## config.mk

```make
export PLATFORM = sky130hd
export DESIGN_NAME = fault_interrupt_status_bank
export DESIGN_NICKNAME = d
export VERILOG_FILES = /design/src/shared/fault_irq_pkg.sv /design/src/design/fault_interrupt_status_bank.sv
export SDC_FILE = /design/constraint.sdc
export NUM_CORES = 1
export LEC_CHECK = 0
export ABC_AREA = 1
export BUFFER_PORTS_ARGS = -buffer_cell sky130_fd_sc_hd__buf_2
export CAP_MARGIN = 20
export CORE_MARGIN = 1
export CORE_UTILIZATION = 45
export CTS_BUF_LIST = sky130_fd_sc_hd__clkbuf_4 sky130_fd_sc_hd__clkbuf_8
export CTS_CLUSTER_SIZE = 40
export DETAILED_ROUTE_END_ITERATION = 16
export GPL_ROUTABILITY_DRIVEN = 0
export MAX_ROUTING_LAYER = met4
export PLACE_DENSITY = 0.65
export SYNTH_ARGS = -nofsm -noshare
export SYNTH_HDL_FRONTEND = slang
export SYNTH_SLANG_ARGS = --single-unit
```

## constraint.sdc

```tcl
create_clock -name clk -period 1.8 [get_ports clk]
set_clock_uncertainty 0.2 [all_clocks]
set_input_delay 0.18 -clock clk [delete_from_list [all_inputs] [get_ports clk]]
set_output_delay 0.18 -clock clk [all_outputs]
set_load 0.01 [all_outputs]
```

## src/shared/fault_irq_pkg.sv

```systemverilog
// Constants for the fault and interrupt status register bank
// ----------------------------------------------------------------------------
// Contract
// - Source 1 bit 7 latches bus stuck dominant
// - Source 1 bit 6 latches TXD/RXD short
// - Source 1 bit 4 TXD dominant; bit 5 zero
// - Source 1 bits 3/2 latch CANL shorts
// - Source 1 bits 1/0 latch CANH shorts
// - Source 2 bit 3 latches thermal recovery
// - Source 2 bit 2 latches thermal warning
// - Source 2 bits 1/0 latch local/remote wake
// - Source 3 bits 7/6 regulator C events
// - Source 3 bits 5/4 regulator B events
// - Source 3 bits 3/2 buck output events
// - Source 3 bits 1/0 battery supply events
// - Bus status shows live faults, bit 5 zero
// - Thermal status bit 1 live recovery flag
// - Thermal status bit 0 live warning flag
// - Summary register flags pending source groups
// ----------------------------------------------------------------------------
package fault_irq_pkg;
   // Register port geometry
   localparam int ADDR_W = 8;
   localparam int DATA_W = 8;
   // Register offsets
   localparam logic [7:0] SUMMARY_OFS = 8'h07;
   localparam logic [7:0] BUS_SRC_OFS = 8'h08;
   localparam logic [7:0] WAKE_SRC_OFS = 8'h09;
   localparam logic [7:0] SUPPLY_SRC_OFS = 8'h0A;
   localparam logic [7:0] RESERVED_OFS = 8'h0B;
   localparam logic [7:0] BUS_STAT_OFS = 8'h0C;
   localparam logic [7:0] THERM_STAT_OFS = 8'h0D;
   localparam logic [7:0] SUPPLY_STAT_OFS = 8'h0E;
   // Implemented bits of each register, reserved bits read zero
   localparam logic [7:0] BUS_MASK = 8'hDF;
   localparam logic [7:0] WAKE_MASK = 8'h0F;
   localparam logic [7:0] SUPPLY_MASK = 8'hFF;
   // Reset values
   localparam logic [7:0] SRC_RESET = 8'h00;
   localparam logic [7:0] SUPPLY_STAT_RESET = 8'hAA;
   // Detector vector layout: {supply[7:0], wake_thermal[3:0], bus[7:0]}
   localparam int DET_W = 20;
   localparam int BUS_LSB = 0;
   localparam int WAKE_LSB = 8;
   localparam int SUPPLY_LSB = 12;
   localparam logic [19:0] DET_RESET = 20'hAA000;
   // Bit positions inside the source registers
   localparam int BUS_STUCK_BIT = 7;
   localparam int TXRX_SHORT_BIT = 6;
   localparam int TXD_DOM_BIT = 4;
   localparam int CANL_VCC_BIT = 3;
   localparam int CANL_GND_BIT = 2;
   localparam int CANH_GND_BIT = 1;
   localparam int CANH_VCC_BIT = 0;
   localparam int RECOVERY_BIT = 3;
   localparam int WARNING_BIT = 2;
   localparam int LOCAL_WAKE_BIT = 1;
   localparam int REMOTE_WAKE_BIT = 0;
   // Bit positions inside the summary and thermal status registers
   localparam int SUM_BUS_BIT = 0;
   localparam int SUM_WAKE_BIT = 1;
   localparam int SUM_SUPPLY_BIT = 2;
   localparam int STAT_RECOVERY_BIT = 1;
   localparam int STAT_WARNING_BIT = 0;
endpackage

```

## src/design/fault_interrupt_status_bank.sv

```systemverilog
// Latched interrupt sources, live status and interrupt output of the device
`timescale 1ns/10ps
module fault_interrupt_status_bank #(
   parameter int SYNC_STAGES = 2
) (
   input wire logic clk,
   input wire logic srst,
   // Register port from the serial interface
   input wire logic [fault_irq_pkg::ADDR_W-1:0] reg_addr,
   input wire logic reg_wr,
   input wire logic reg_rd,
   input wire logic [fault_irq_pkg::DATA_W-1:0] reg_wdata,
   output logic [fault_irq_pkg::DATA_W-1:0] reg_rdata,
   // Bus and pin fault detectors
   input wire logic bus_stuck_dominant,
   input wire logic txd_rxd_short,
   input wire logic txd_dominant_timeout,
   input wire logic canl_short_supply,
   input wire logic canl_short_ground,
   input wire logic canh_short_ground,
   input wire logic canh_short_supply,
   // Thermal and wake detectors
   input wire logic thermal_recovery_flag,
   input wire logic thermal_warning_flag,
   input wire logic local_wake,
   input wire logic remote_wake,
   // Supply monitors
   input wire logic regulator_c_power_good,
   input wire logic regulator_c_undervoltage,
   input wire logic regulator_b_power_good,
   input wire logic regulator_b_undervoltage,
   input wire logic buck_output_power_good,
   input wire logic buck_output_undervoltage,
   input wire logic battery_power_good,
   input wire logic battery_undervoltage,
   // Interrupt toward the controller
   output logic interrupt_out_n
);

   // ----------------------------------------------------------------------
   // Elaboration checks
   // ----------------------------------------------------------------------
   if (SYNC_STAGES < 2) begin : g_bad_sync
      $error("SYNC_STAGES must be at least 2");
   end

   // The detector packing below assumes exactly this package layout
   if (fault_irq_pkg::BUS_LSB != 0) begin : g_bad_bus_lsb
      $error("Bus group must start the detector vector");
   end
   if (fault_irq_pkg::WAKE_LSB != fault_irq_pkg::BUS_LSB + 8) begin : g_bad_wake_lsb
      $error("Wake and thermal group must follow the bus group");
   end
   if (fault_irq_pkg::SUPPLY_LSB != fault_irq_pkg::WAKE_LSB + 4) begin : g_bad_supply_lsb
      $error("Supply group must follow the wake and thermal group");
   end
   if (fault_irq_pkg::DET_W != fault_irq_pkg::SUPPLY_LSB + 8) begin : g_bad_det_w
      $error("Detector vector width must cover all three groups");
   end
   if (fault_irq_pkg::ADDR_W != 8 || fault_irq_pkg::DATA_W != 8) begin : g_bad_port_w
      $error("Register port must be eight bits wide");
   end
   if (fault_irq_pkg::BUS_MASK[5] || fault_irq_pkg::WAKE_MASK[7:4] != 4'h0) begin : g_bad_mask
      $error("Reserved source bits must stay masked");
   end

   // ----------------------------------------------------------------------
   // Detector collection
   // ----------------------------------------------------------------------
   localparam int W = fault_irq_pkg::DET_W;
   logic [W-1:0] det_raw;
   logic [7:0] bus_raw;
   logic [3:0] wake_raw;
   logic [7:0] supply_raw;

   // Place each detector at its source register bit position
   always_comb begin
      bus_raw = 8'h00;
      bus_raw[fault_irq_pkg::BUS_STUCK_BIT] = bus_stuck_dominant;
      bus_raw[fault_irq_pkg::TXRX_SHORT_BIT] = txd_rxd_short;
      bus_raw[fault_irq_pkg::TXD_DOM_BIT] = txd_dominant_timeout;
      bus_raw[fault_irq_pkg::CANL_VCC_BIT] = canl_short_supply;
      bus_raw[fault_irq_pkg::CANL_GND_BIT] = canl_short_ground;
      bus_raw[fault_irq_pkg::CANH_GND_BIT] = canh_short_ground;
      bus_raw[fault_irq_pkg::CANH_VCC_BIT] = canh_short_supply;
      wake_raw = 4'h0;
      wake_raw[fault_irq_pkg::RECOVERY_BIT] = thermal_recovery_flag;
      wake_raw[fault_irq_pkg::WARNING_BIT] = thermal_warning_flag;
      wake_raw[fault_irq_pkg::LOCAL_WAKE_BIT] = local_wake;
      wake_raw[fault_irq_pkg::REMOTE_WAKE_BIT] = remote_wake;
      supply_raw = {regulator_c_power_good,
                    regulator_c_undervoltage,
                    regulator_b_power_good,
                    regulator_b_undervoltage,
                    buck_output_power_good,
                    buck_output_undervoltage,
                    battery_power_good,
                    battery_undervoltage};
      det_raw = {supply_raw, wake_raw, bus_raw};
   end

   // ----------------------------------------------------------------------
   // Input synchronisers
   // ----------------------------------------------------------------------
   logic [W-1:0] sync_q [SYNC_STAGES];
   logic [W-1:0] sync_d [SYNC_STAGES];
   logic [W-1:0] prev_q;
   logic [W-1:0] prev_d;
   logic [W-1:0] live;
   logic [W-1:0] rise;

   // Shift chain; only the last stage is looked at by logic
   always_comb begin
      sync_d[0] = det_raw;
      for (int i = 1; i < SYNC_STAGES; i++) begin
         sync_d[i] = sync_q[i-1];
      end
      prev_d = sync_q[SYNC_STAGES-1];
   end

   // Supplies start out good so reset itself raises no event
   always_ff @(posedge clk) begin
      if (srst) begin
         for (int i = 0; i < SYNC_STAGES; i++) begin
            sync_q[i] <= fault_irq_pkg::DET_RESET;
         end
         prev_q <= fault_irq_pkg::DET_RESET;
      end else begin
         for (int i = 0; i < SYNC_STAGES; i++) begin
            sync_q[i] <= sync_d[i];
         end
         prev_q <= prev_d;
      end
   end

   // A detector event is the moment its flag sets
   assign live = sync_q[SYNC_STAGES-1];
   assign rise = live & ~prev_q;

   // ----------------------------------------------------------------------
   // Latched interrupt sources
   // ----------------------------------------------------------------------
   logic [7:0] bus_src_q;
   logic [7:0] bus_src_d;
   logic [7:0] wake_src_q;
   logic [7:0] wake_src_d;
   logic [7:0] supply_src_q;
   logic [7:0] supply_src_d;
   logic [7:0] bus_set;
   logic [7:0] wake_set;
   logic [7:0] supply_set;
   logic wr_bus;
   logic wr_wake;
   logic wr_supply;

   // Write back zero clears a bit; a fresh event in that cycle wins
   function automatic logic [7:0] next_source(
      input logic [7:0] cur,
      input logic [7:0] set,
      input logic wr,
      input logic [7:0] wdata,
      input logic [7:0] mask
   );
      logic [7:0] kept;
      kept = wr ? (cur & wdata) : cur;
      return (kept | set) & mask;
   endfunction

   // Address match used for write strobes and the read mux
   function automatic logic hit(
      input logic [fault_irq_pkg::ADDR_W-1:0] addr,
      input logic [7:0] ofs
   );
      return addr == ofs;
   endfunction

   // Event vectors per source register
   always_comb begin
      bus_set = rise[fault_irq_pkg::BUS_LSB +: 8];
      wake_set = {4'h0, rise[fault_irq_pkg::WAKE_LSB +: 4]};
      supply_set = rise[fault_irq_pkg::SUPPLY_LSB +: 8];
   end

   // Write strobes per source register
   always_comb begin
      wr_bus = reg_wr && hit(reg_addr, fault_irq_pkg::BUS_SRC_OFS);
      wr_wake = reg_wr && hit(reg_addr, fault_irq_pkg::WAKE_SRC_OFS);
      wr_supply = reg_wr && hit(reg_addr, fault_irq_pkg::SUPPLY_SRC_OFS);
   end

   // Next source values; bits hold until cleared by a zero write
   always_comb begin
      bus_src_d = next_source(bus_src_q, bus_set, wr_bus, reg_wdata,
                              fault_irq_pkg::BUS_MASK);
      wake_src_d = next_source(wake_src_q, wake_set, wr_wake, reg_wdata,
                               fault_irq_pkg::WAKE_MASK);
      supply_src_d = next_source(supply_src_q, supply_set, wr_supply, reg_wdata,
                                 fault_irq_pkg::SUPPLY_MASK);
   end

   // Source registers
   always_ff @(posedge clk) begin
      if (srst) begin
         bus_src_q <= fault_irq_pkg::SRC_RESET;
         wake_src_q <= fault_irq_pkg::SRC_RESET;
         supply_src_q <= fault_irq_pkg::SRC_RESET;
      end else begin
         bus_src_q <= bus_src_d;
         wake_src_q <= wake_src_d;
         supply_src_q <= supply_src_d;
      end
   end

   // ----------------------------------------------------------------------
   // Live status and summary views
   // ----------------------------------------------------------------------
   logic [7:0] bus_stat;
   logic [7:0] therm_stat;
   logic [7:0] supply_stat;
   logic [7:0] summary;

   // Status follows the synchronised detectors directly
   always_comb begin
      bus_stat = live[fault_irq_pkg::BUS_LSB +: 8]
                 & fault_irq_pkg::BUS_MASK;
      therm_stat = 8'h00;
      therm_stat[fault_irq_pkg::STAT_RECOVERY_BIT] =
         live[fault_irq_pkg::WAKE_LSB + fault_irq_pkg::RECOVERY_BIT];
      therm_stat[fault_irq_pkg::STAT_WARNING_BIT] =
         live[fault_irq_pkg::WAKE_LSB + fault_irq_pkg::WARNING_BIT];
      supply_stat = live[fault_irq_pkg::SUPPLY_LSB +: 8];
   end

   // One summary bit per source register
   always_comb begin
      summary = 8'h00;
      summary[fault_irq_pkg::SUM_BUS_BIT] = |bus_src_q;
      summary[fault_irq_pkg::SUM_WAKE_BIT] = |wake_src_q;
      summary[fault_irq_pkg::SUM_SUPPLY_BIT] = |supply_src_q;
   end

   // ----------------------------------------------------------------------
   // Read data
   // ----------------------------------------------------------------------
   logic [7:0] rdata_q;
   logic [7:0] rdata_d;

   // Read mux; unmapped and reserved offsets return zero
   always_comb begin
      rdata_d = rdata_q;
      if (reg_rd) begin
         if (hit(reg_addr, fault_irq_pkg::SUMMARY_OFS)) begin
            rdata_d = summary;
         end else if (hit(reg_addr, fault_irq_pkg::BUS_SRC_OFS)) begin
            rdata_d = bus_src_q;
         end else if (hit(reg_addr, fault_irq_pkg::WAKE_SRC_OFS)) begin
            rdata_d = wake_src_q;
         end else if (hit(reg_addr, fault_irq_pkg::SUPPLY_SRC_OFS)) begin
            rdata_d = supply_src_q;
         end else if (hit(reg_addr, fault_irq_pkg::BUS_STAT_OFS)) begin
            rdata_d = bus_stat;
         end else if (hit(reg_addr, fault_irq_pkg::THERM_STAT_OFS)) begin
            rdata_d = therm_stat;
         end else if (hit(reg_addr, fault_irq_pkg::SUPPLY_STAT_OFS)) begin
            rdata_d = supply_stat;
         end else begin
            rdata_d = 8'h00;
         end
      end
   end

   // Read data register holds until the next read
   always_ff @(posedge clk) begin
      if (srst) begin
         rdata_q <= 8'h00;
      end else begin
         rdata_q <= rdata_d;
      end
   end

   assign reg_rdata = rdata_q;

   // ----------------------------------------------------------------------
   // Interrupt output
   // ----------------------------------------------------------------------
   logic irq_n_q;
   logic irq_n_d;

   // Low while any latched source bit is set, from the next values
   always_comb begin
      irq_n_d = ~(|bus_src_d | |wake_src_d | |supply_src_d);
   end

   // Registered so the pin never glitches
   always_ff @(posedge clk) begin
      if (srst) begin
         irq_n_q <= 1'b1;
      end else begin
         irq_n_q <= irq_n_d;
      end
   end

   assign interrupt_out_n = irq_n_q;

endmodule

```

# Yosys cells after proc, flatten, opt, wreduce, memory -nomap -nowiden
# Memories as Yosys holds them, arrays and structs flattened.
# Index checks and enable logic that the tools add are counted.
[totals] regBits=49 ramBits=40 out_inout_bits=9 elab_cells=52 memories=1
[classes] n_eq_ne=7 n_mux=15 n_bitwise=13 reduce_logical=9
[mem_list] name="sync_q" words=2 width=20 rd=2 rd_clocked_by_memory_dff=0 wr=2 line="fault_interrupt_status_bank.sv:105" text="logic [W-1:0] sync_q [SYNC_STAGES];"
[ops] operator="8-bit two-way mux" n=9
[ops] operator="8-bit by 4-bit == test with 1-bit output (second input constant)" n=6
[ops] operator="20-bit two-way mux" n=2
[ops] operator="8-bit OR reduction" n=4
[ops] operator="20-bit bitwise AND" n=1
[ops] operator="20-bit inverter" n=1
[ops] operator="8-bit bitwise AND" n=2
[ops] operator="8-bit OR" n=2
[ops] operator="8-bit by 3-bit == test with 1-bit output (second input constant)" n=1
[ops] operator="7-bit OR reduction" n=1
[ops] operator="4-bit bitwise AND" n=1
[ops] operator="4-bit two-way mux" n=1
[ops] operator="1-bit OR" n=4
[ops] operator="4-bit OR" n=1
[ops] operator="4-bit OR reduction" n=1
[ops] operator="1-bit logical AND" n=3
[ops] operator="1-bit two-way mux" n=3
[ops] operator="1-bit inverter" n=1

# Depth between registers and ports, before layout
[depth] ltp_word=8 ltp_mapped=12

# Least setup slack after synthesis
# No wires, ideal clock.
[synth_timing] kind="input-to-reg" startpoint="input port reg_addr[7] (netlist bit)" endpoint="register irq_n_q, in the netlist interrupt_out_n" setup_ns=0.116 arrival_ns=1.126 slack_ns=0.359 path_stages=11 n_path_buf=1 path_cell_list="nor2_2 nand2_4 nor2_2 buf_6 nand3_1 nand3_1 nor2_1 nand2_1 nor2_1 nand3_1 nand2_1"
[synth_between] elab_chain_cells=8 word_cells_on_any_way=18
[synth_lines] item="start: declaration" line="fault_interrupt_status_bank.sv:9" text="input wire logic [fault_irq_pkg::ADDR_W-1:0] reg_addr,"
[synth_lines] item="8-bit by 4-bit == test with 1-bit output" line="fault_interrupt_status_bank.sv:174" text="return addr == ofs;"
[synth_lines] item="1-bit logical AND, on equally long branches" line="fault_interrupt_status_bank.sv:186, fault_interrupt_status_bank.sv:187"
[synth_lines] item="8-bit two-way mux or 4-bit two-way mux (tied branches)" line="fault_interrupt_status_bank.sv:165" text="kept = wr ? (cur & wdata) : cur;"
[synth_lines] item="8-bit OR or 4-bit OR (tied branches)" line="fault_interrupt_status_bank.sv:166" text="return (kept | set) & mask;"
[synth_lines] item="7-bit OR reduction or 4-bit OR reduction (tied branches)" line="fault_interrupt_status_bank.sv:291" text="irq_n_d = ~(|bus_src_d | |wake_src_d | |supply_src_d);"
[synth_lines] item="1-bit OR" line="fault_interrupt_status_bank.sv:291"
[synth_lines] item="1-bit OR (*)" line="fault_interrupt_status_bank.sv:291"
[synth_lines] item="1-bit inverter (*)" line="fault_interrupt_status_bank.sv:291"
[synth_lines] item="end signal: assignment" line="fault_interrupt_status_bank.sv:299" text="irq_n_q <= irq_n_d;"
[synth_lines] item="end: declaration" line="fault_interrupt_status_bank.sv:286" text="logic irq_n_q;"
# Every way passes the cells marked *; elsewhere a longest branch is shown, timed or not.
# A chain may end at the register's enable or synchronous reset.

==> results.md <==
- Synth Instances: 453
- Clock sink total: 85
- Routed wire per std cell: 11.7 µm
- Total GRT Usage: 0.217
- Synth top area share: 0.502
- Final core occ: 0.589
- Final ANT Viol Nets: 0
- Final setup TNS: 0 ps
- CP Class: primary input to flip-flop
- Initial DRC count: 159
- WP data required: 1850 ps
- Port bufs: 47
- CTS max path bufs: 2
- Crit path DAT: 1630 ps
- Post-synthesis sequential area ratio: 0.502
- Largest cells by area after synthesis: dfxtp_1 (50%), nand2_1 (9.0%), nor2_1 (8.7%), inv_1 (7.6%), or2_2 (4.1%)
- CTS tree: yes
- Total Die Area: 7890 µm²
- # DRC: 0
- Crit path largest cell delay: 540 ps
- Leak: 2.05 nW
- Row count: 31
- Die W: 88.8 µm
- CP Cell Sequence: dlygate4sd3_1, buf_2, or2_2, dlygate4sd3_1
- Combinational Power Share: 0.095
- Syn nets: 492
- Fin nets: 578
- Core Area: 7250 µm²
- Switch Pwr: 912 µW
- Post-CTS Setup Inserts: 0
- Clock transition at path regs: 80 ps
- Max Cap Violations: 0
- Sequential power share: 0.534
- Final worst-path cycle share: 0.880
- Hold/Removal Path Class: primary input to flip-flop
- Top FF cell, synth: dfxtp_1
- Total gr overflow: 0
- Critical Path End Type: flip-flop
- WL final: 7500 µm
- Ys async rst share: 0
- Library cells used by synthesis: 30
- Hold path depth: 5
- Number of global-route vias before repair: 2,623
- Worst reg2reg path depth: 6
- WP depth: 4
- Area after DPL: 3800 µm²
- Vias per inst: 4.61
- CP Buf/Inv Count: 3
- # diodes: 0
- P_int: 2.82 mW
- Status: complete, no violations
- DR vias: 2,962
- Fin area: 4270 µm²
- Slowest cell on the critical path: dlygate4sd3_1
- Inserted Clock Buffers: 9
- DP HPWL: 5520 µm
- Proportion of layout cells with a drive suffix above 1: 0.224
- Initial antenna violation count: 0
- Avg Synthesized Cell Area: 7.49 µm²
- Post-synth EDFFs: 0
- Max Slew Vio Count: 0
- Hold Fails Final Rpt: 0
- Unrepaired setup endpoints after global routing: no
- Clock latency on the worst-skew pair: 360 ps
- Root buffer cell: clkbuf_8
- Worst VDD drop: 480 µV
- Fmax: 631 MHz
- Area Growth Syn to Fin: 25.9%
- Startpoint Class: primary input
- H-Tree Depth: 3
- Syn Std Cell Area: 3390 µm²
- Post-synth top area cell: dfxtp_1
- Relative slew slack: 0.774
- Initial core utilization: 0.467
- Min Tclk post-route: 1580 ps
- Cell family with most CP delay: buffers and inverters
- Hold slack: 30.6 ps
- Sw frac: 0.245
- Largest net degree at the start of global routing: 33
- Slew @ Worst Pin: 336 ps
- Ports: 48
- Power Dens Cells: 873 nW/µm²
- Crit-path max FO: 1
- Die height: 88.8 µm
- Most frequent CP cell: dlygate4sd3_1
- First-pass GRT wire length: 12,100 µm
- Synth warnings: 0
- Yosys reg bits: 85
- Final setup viols: 0
- Clk pwr share: 0.370
- First-pass DRT Iterations: 5
==> layout make-up <==
| type | count | area, µm² |
|---|---|---|
| inverters | 74 | 279 |
| well taps | 99 | 124 |
| clock buffers | 11 | 145 |
| repair buffers | 88 | 608 |
| flip-flops and latches | 85 | 1700 |
| multi-input cells | 281 | 1350 |
| clock inverters | 5 | 58.8 |
| fillers | 704 | 2980 |
==> cells in the mapped netlist (3+ instances only) <==
| master | number |
|---|---|
| nand3b_1 | 3 |
| inv_2 | 4 |
| or2_2 | 22 |
| nor3_1 | 6 |
| o22ai_1 | 5 |
| nor2_1 | 79 |
| o21ai_0 | 3 |
| nand4_1 | 3 |
| clkbuf_1 | 11 |
| nand3_1 | 23 |
| a31oi_1 | 11 |
| nor2_4 | 3 |
| a21oi_1 | 18 |
| nand2_1 | 81 |
| nor2_2 | 6 |
| dfxtp_1 | 85 |
| nor4_1 | 4 |
| inv_1 | 69 |
==> timing repair <==
| action | 4_1_cts | 5_1_grt |
|---|---|---|
| hold buffers | 26 | 0 |
| resized for setup | 0 | 0 |
| hold endpoints to repair | 26 | 0 |
==> placed cells by master (no fill, tap or decap), types with 2 or more instances in the layout <==
cell           count
clkinv_2           2
buf_2             47
nand2_2            2
nand2_1           81
o21ai_0            3
nor3_1             6
a21oi_1           18
dfxtp_1           85
nand3_1           23
inv_2              4
nand3b_1           3
a211oi_1           2
buf_4             15
nand3_2            2
nor3b_1            2
nor4_1             4
dlygate4sd3_1     26
nor2_4             3
nor2_2             6
o22ai_1            5
nand2_4            2
clkinvlp_4         2
nor2_1            79
or2_2             22
clkbuf_8          10
nand4_1            3
a31oi_1           11
inv_1             69
==> tightest hold or removal path: cells and delay by family <==
kind	cells	cell delay (ps)
compound gates	1	70
simple gates	2	140
buf+inv	2	150
==> logic make-up after synthesis <==
group | Yosys count | share of synthesized area
compound gates | 42 | 0.0720
buf+inv | 87 | 0.0993
flops | 85 | 0.502
simple gates | 239 | 0.327
==> worst paths after layout <==
path	from	endpoint	slack [ps]
min	reg_wdata[0]	bus_src_q[0]$_SDFF_PP0_	30
min reg2reg	sync_q[0][15]$_SDFF_PP1_	sync_q[0][35]$_SDFF_PP1_	200
max reg2reg	bus_src_q[3]$_SDFF_PP0_	reg_rdata[0]$_SDFFE_PP0P_	320
max	buck_output_power_good	sync_q[0][15]$_SDFF_PP1_	220
==> per-stage QoR <==
| step | cells | total power [mW] | worst slack (ps) |
|---|---|---|---|
| floorplan | 453 | 2.23 | 359 |
| global placement | 601 | 2.34 | 38.7 |
| detailed placement | 601 | 2.35 | -7.41 |
| CTS | 643 | 3.76 | 243 |
| global route | 643 | 3.90 | 194 |
| finish | 643 | 3.73 | 216 |
==> routing by layer <==
layer,wire length (µm),vias to the layer above,GRT usage
met3,316,19,0.0532
met1,3510,1291,0.258
met4,208,0,0.113
met5,0,-,-
met2,3470,81,0.341
li1,-,1571,-
==> state kept, by name, summed over array words and instances, names as in the netlist <==
signal / count
prev_q: 19
bus_src_q: 7
interrupt_out_n: 1
supply_src_q: 8
sync_q: 38
wake_src_q: 4
reg_rdata: 8
==> power groups by stage <==
stage               Combinational, mW  Sequential [mW]  Clock, mW
floorplan                       0.202             2.03          0
CTS                             0.357             1.99       1.41
global placement                0.308             2.03          0
finish                          0.356             1.99       1.38
global route                    0.404             2.00       1.49
detailed placement              0.313             2.04          0
Power figures use the tool's default switching activity.
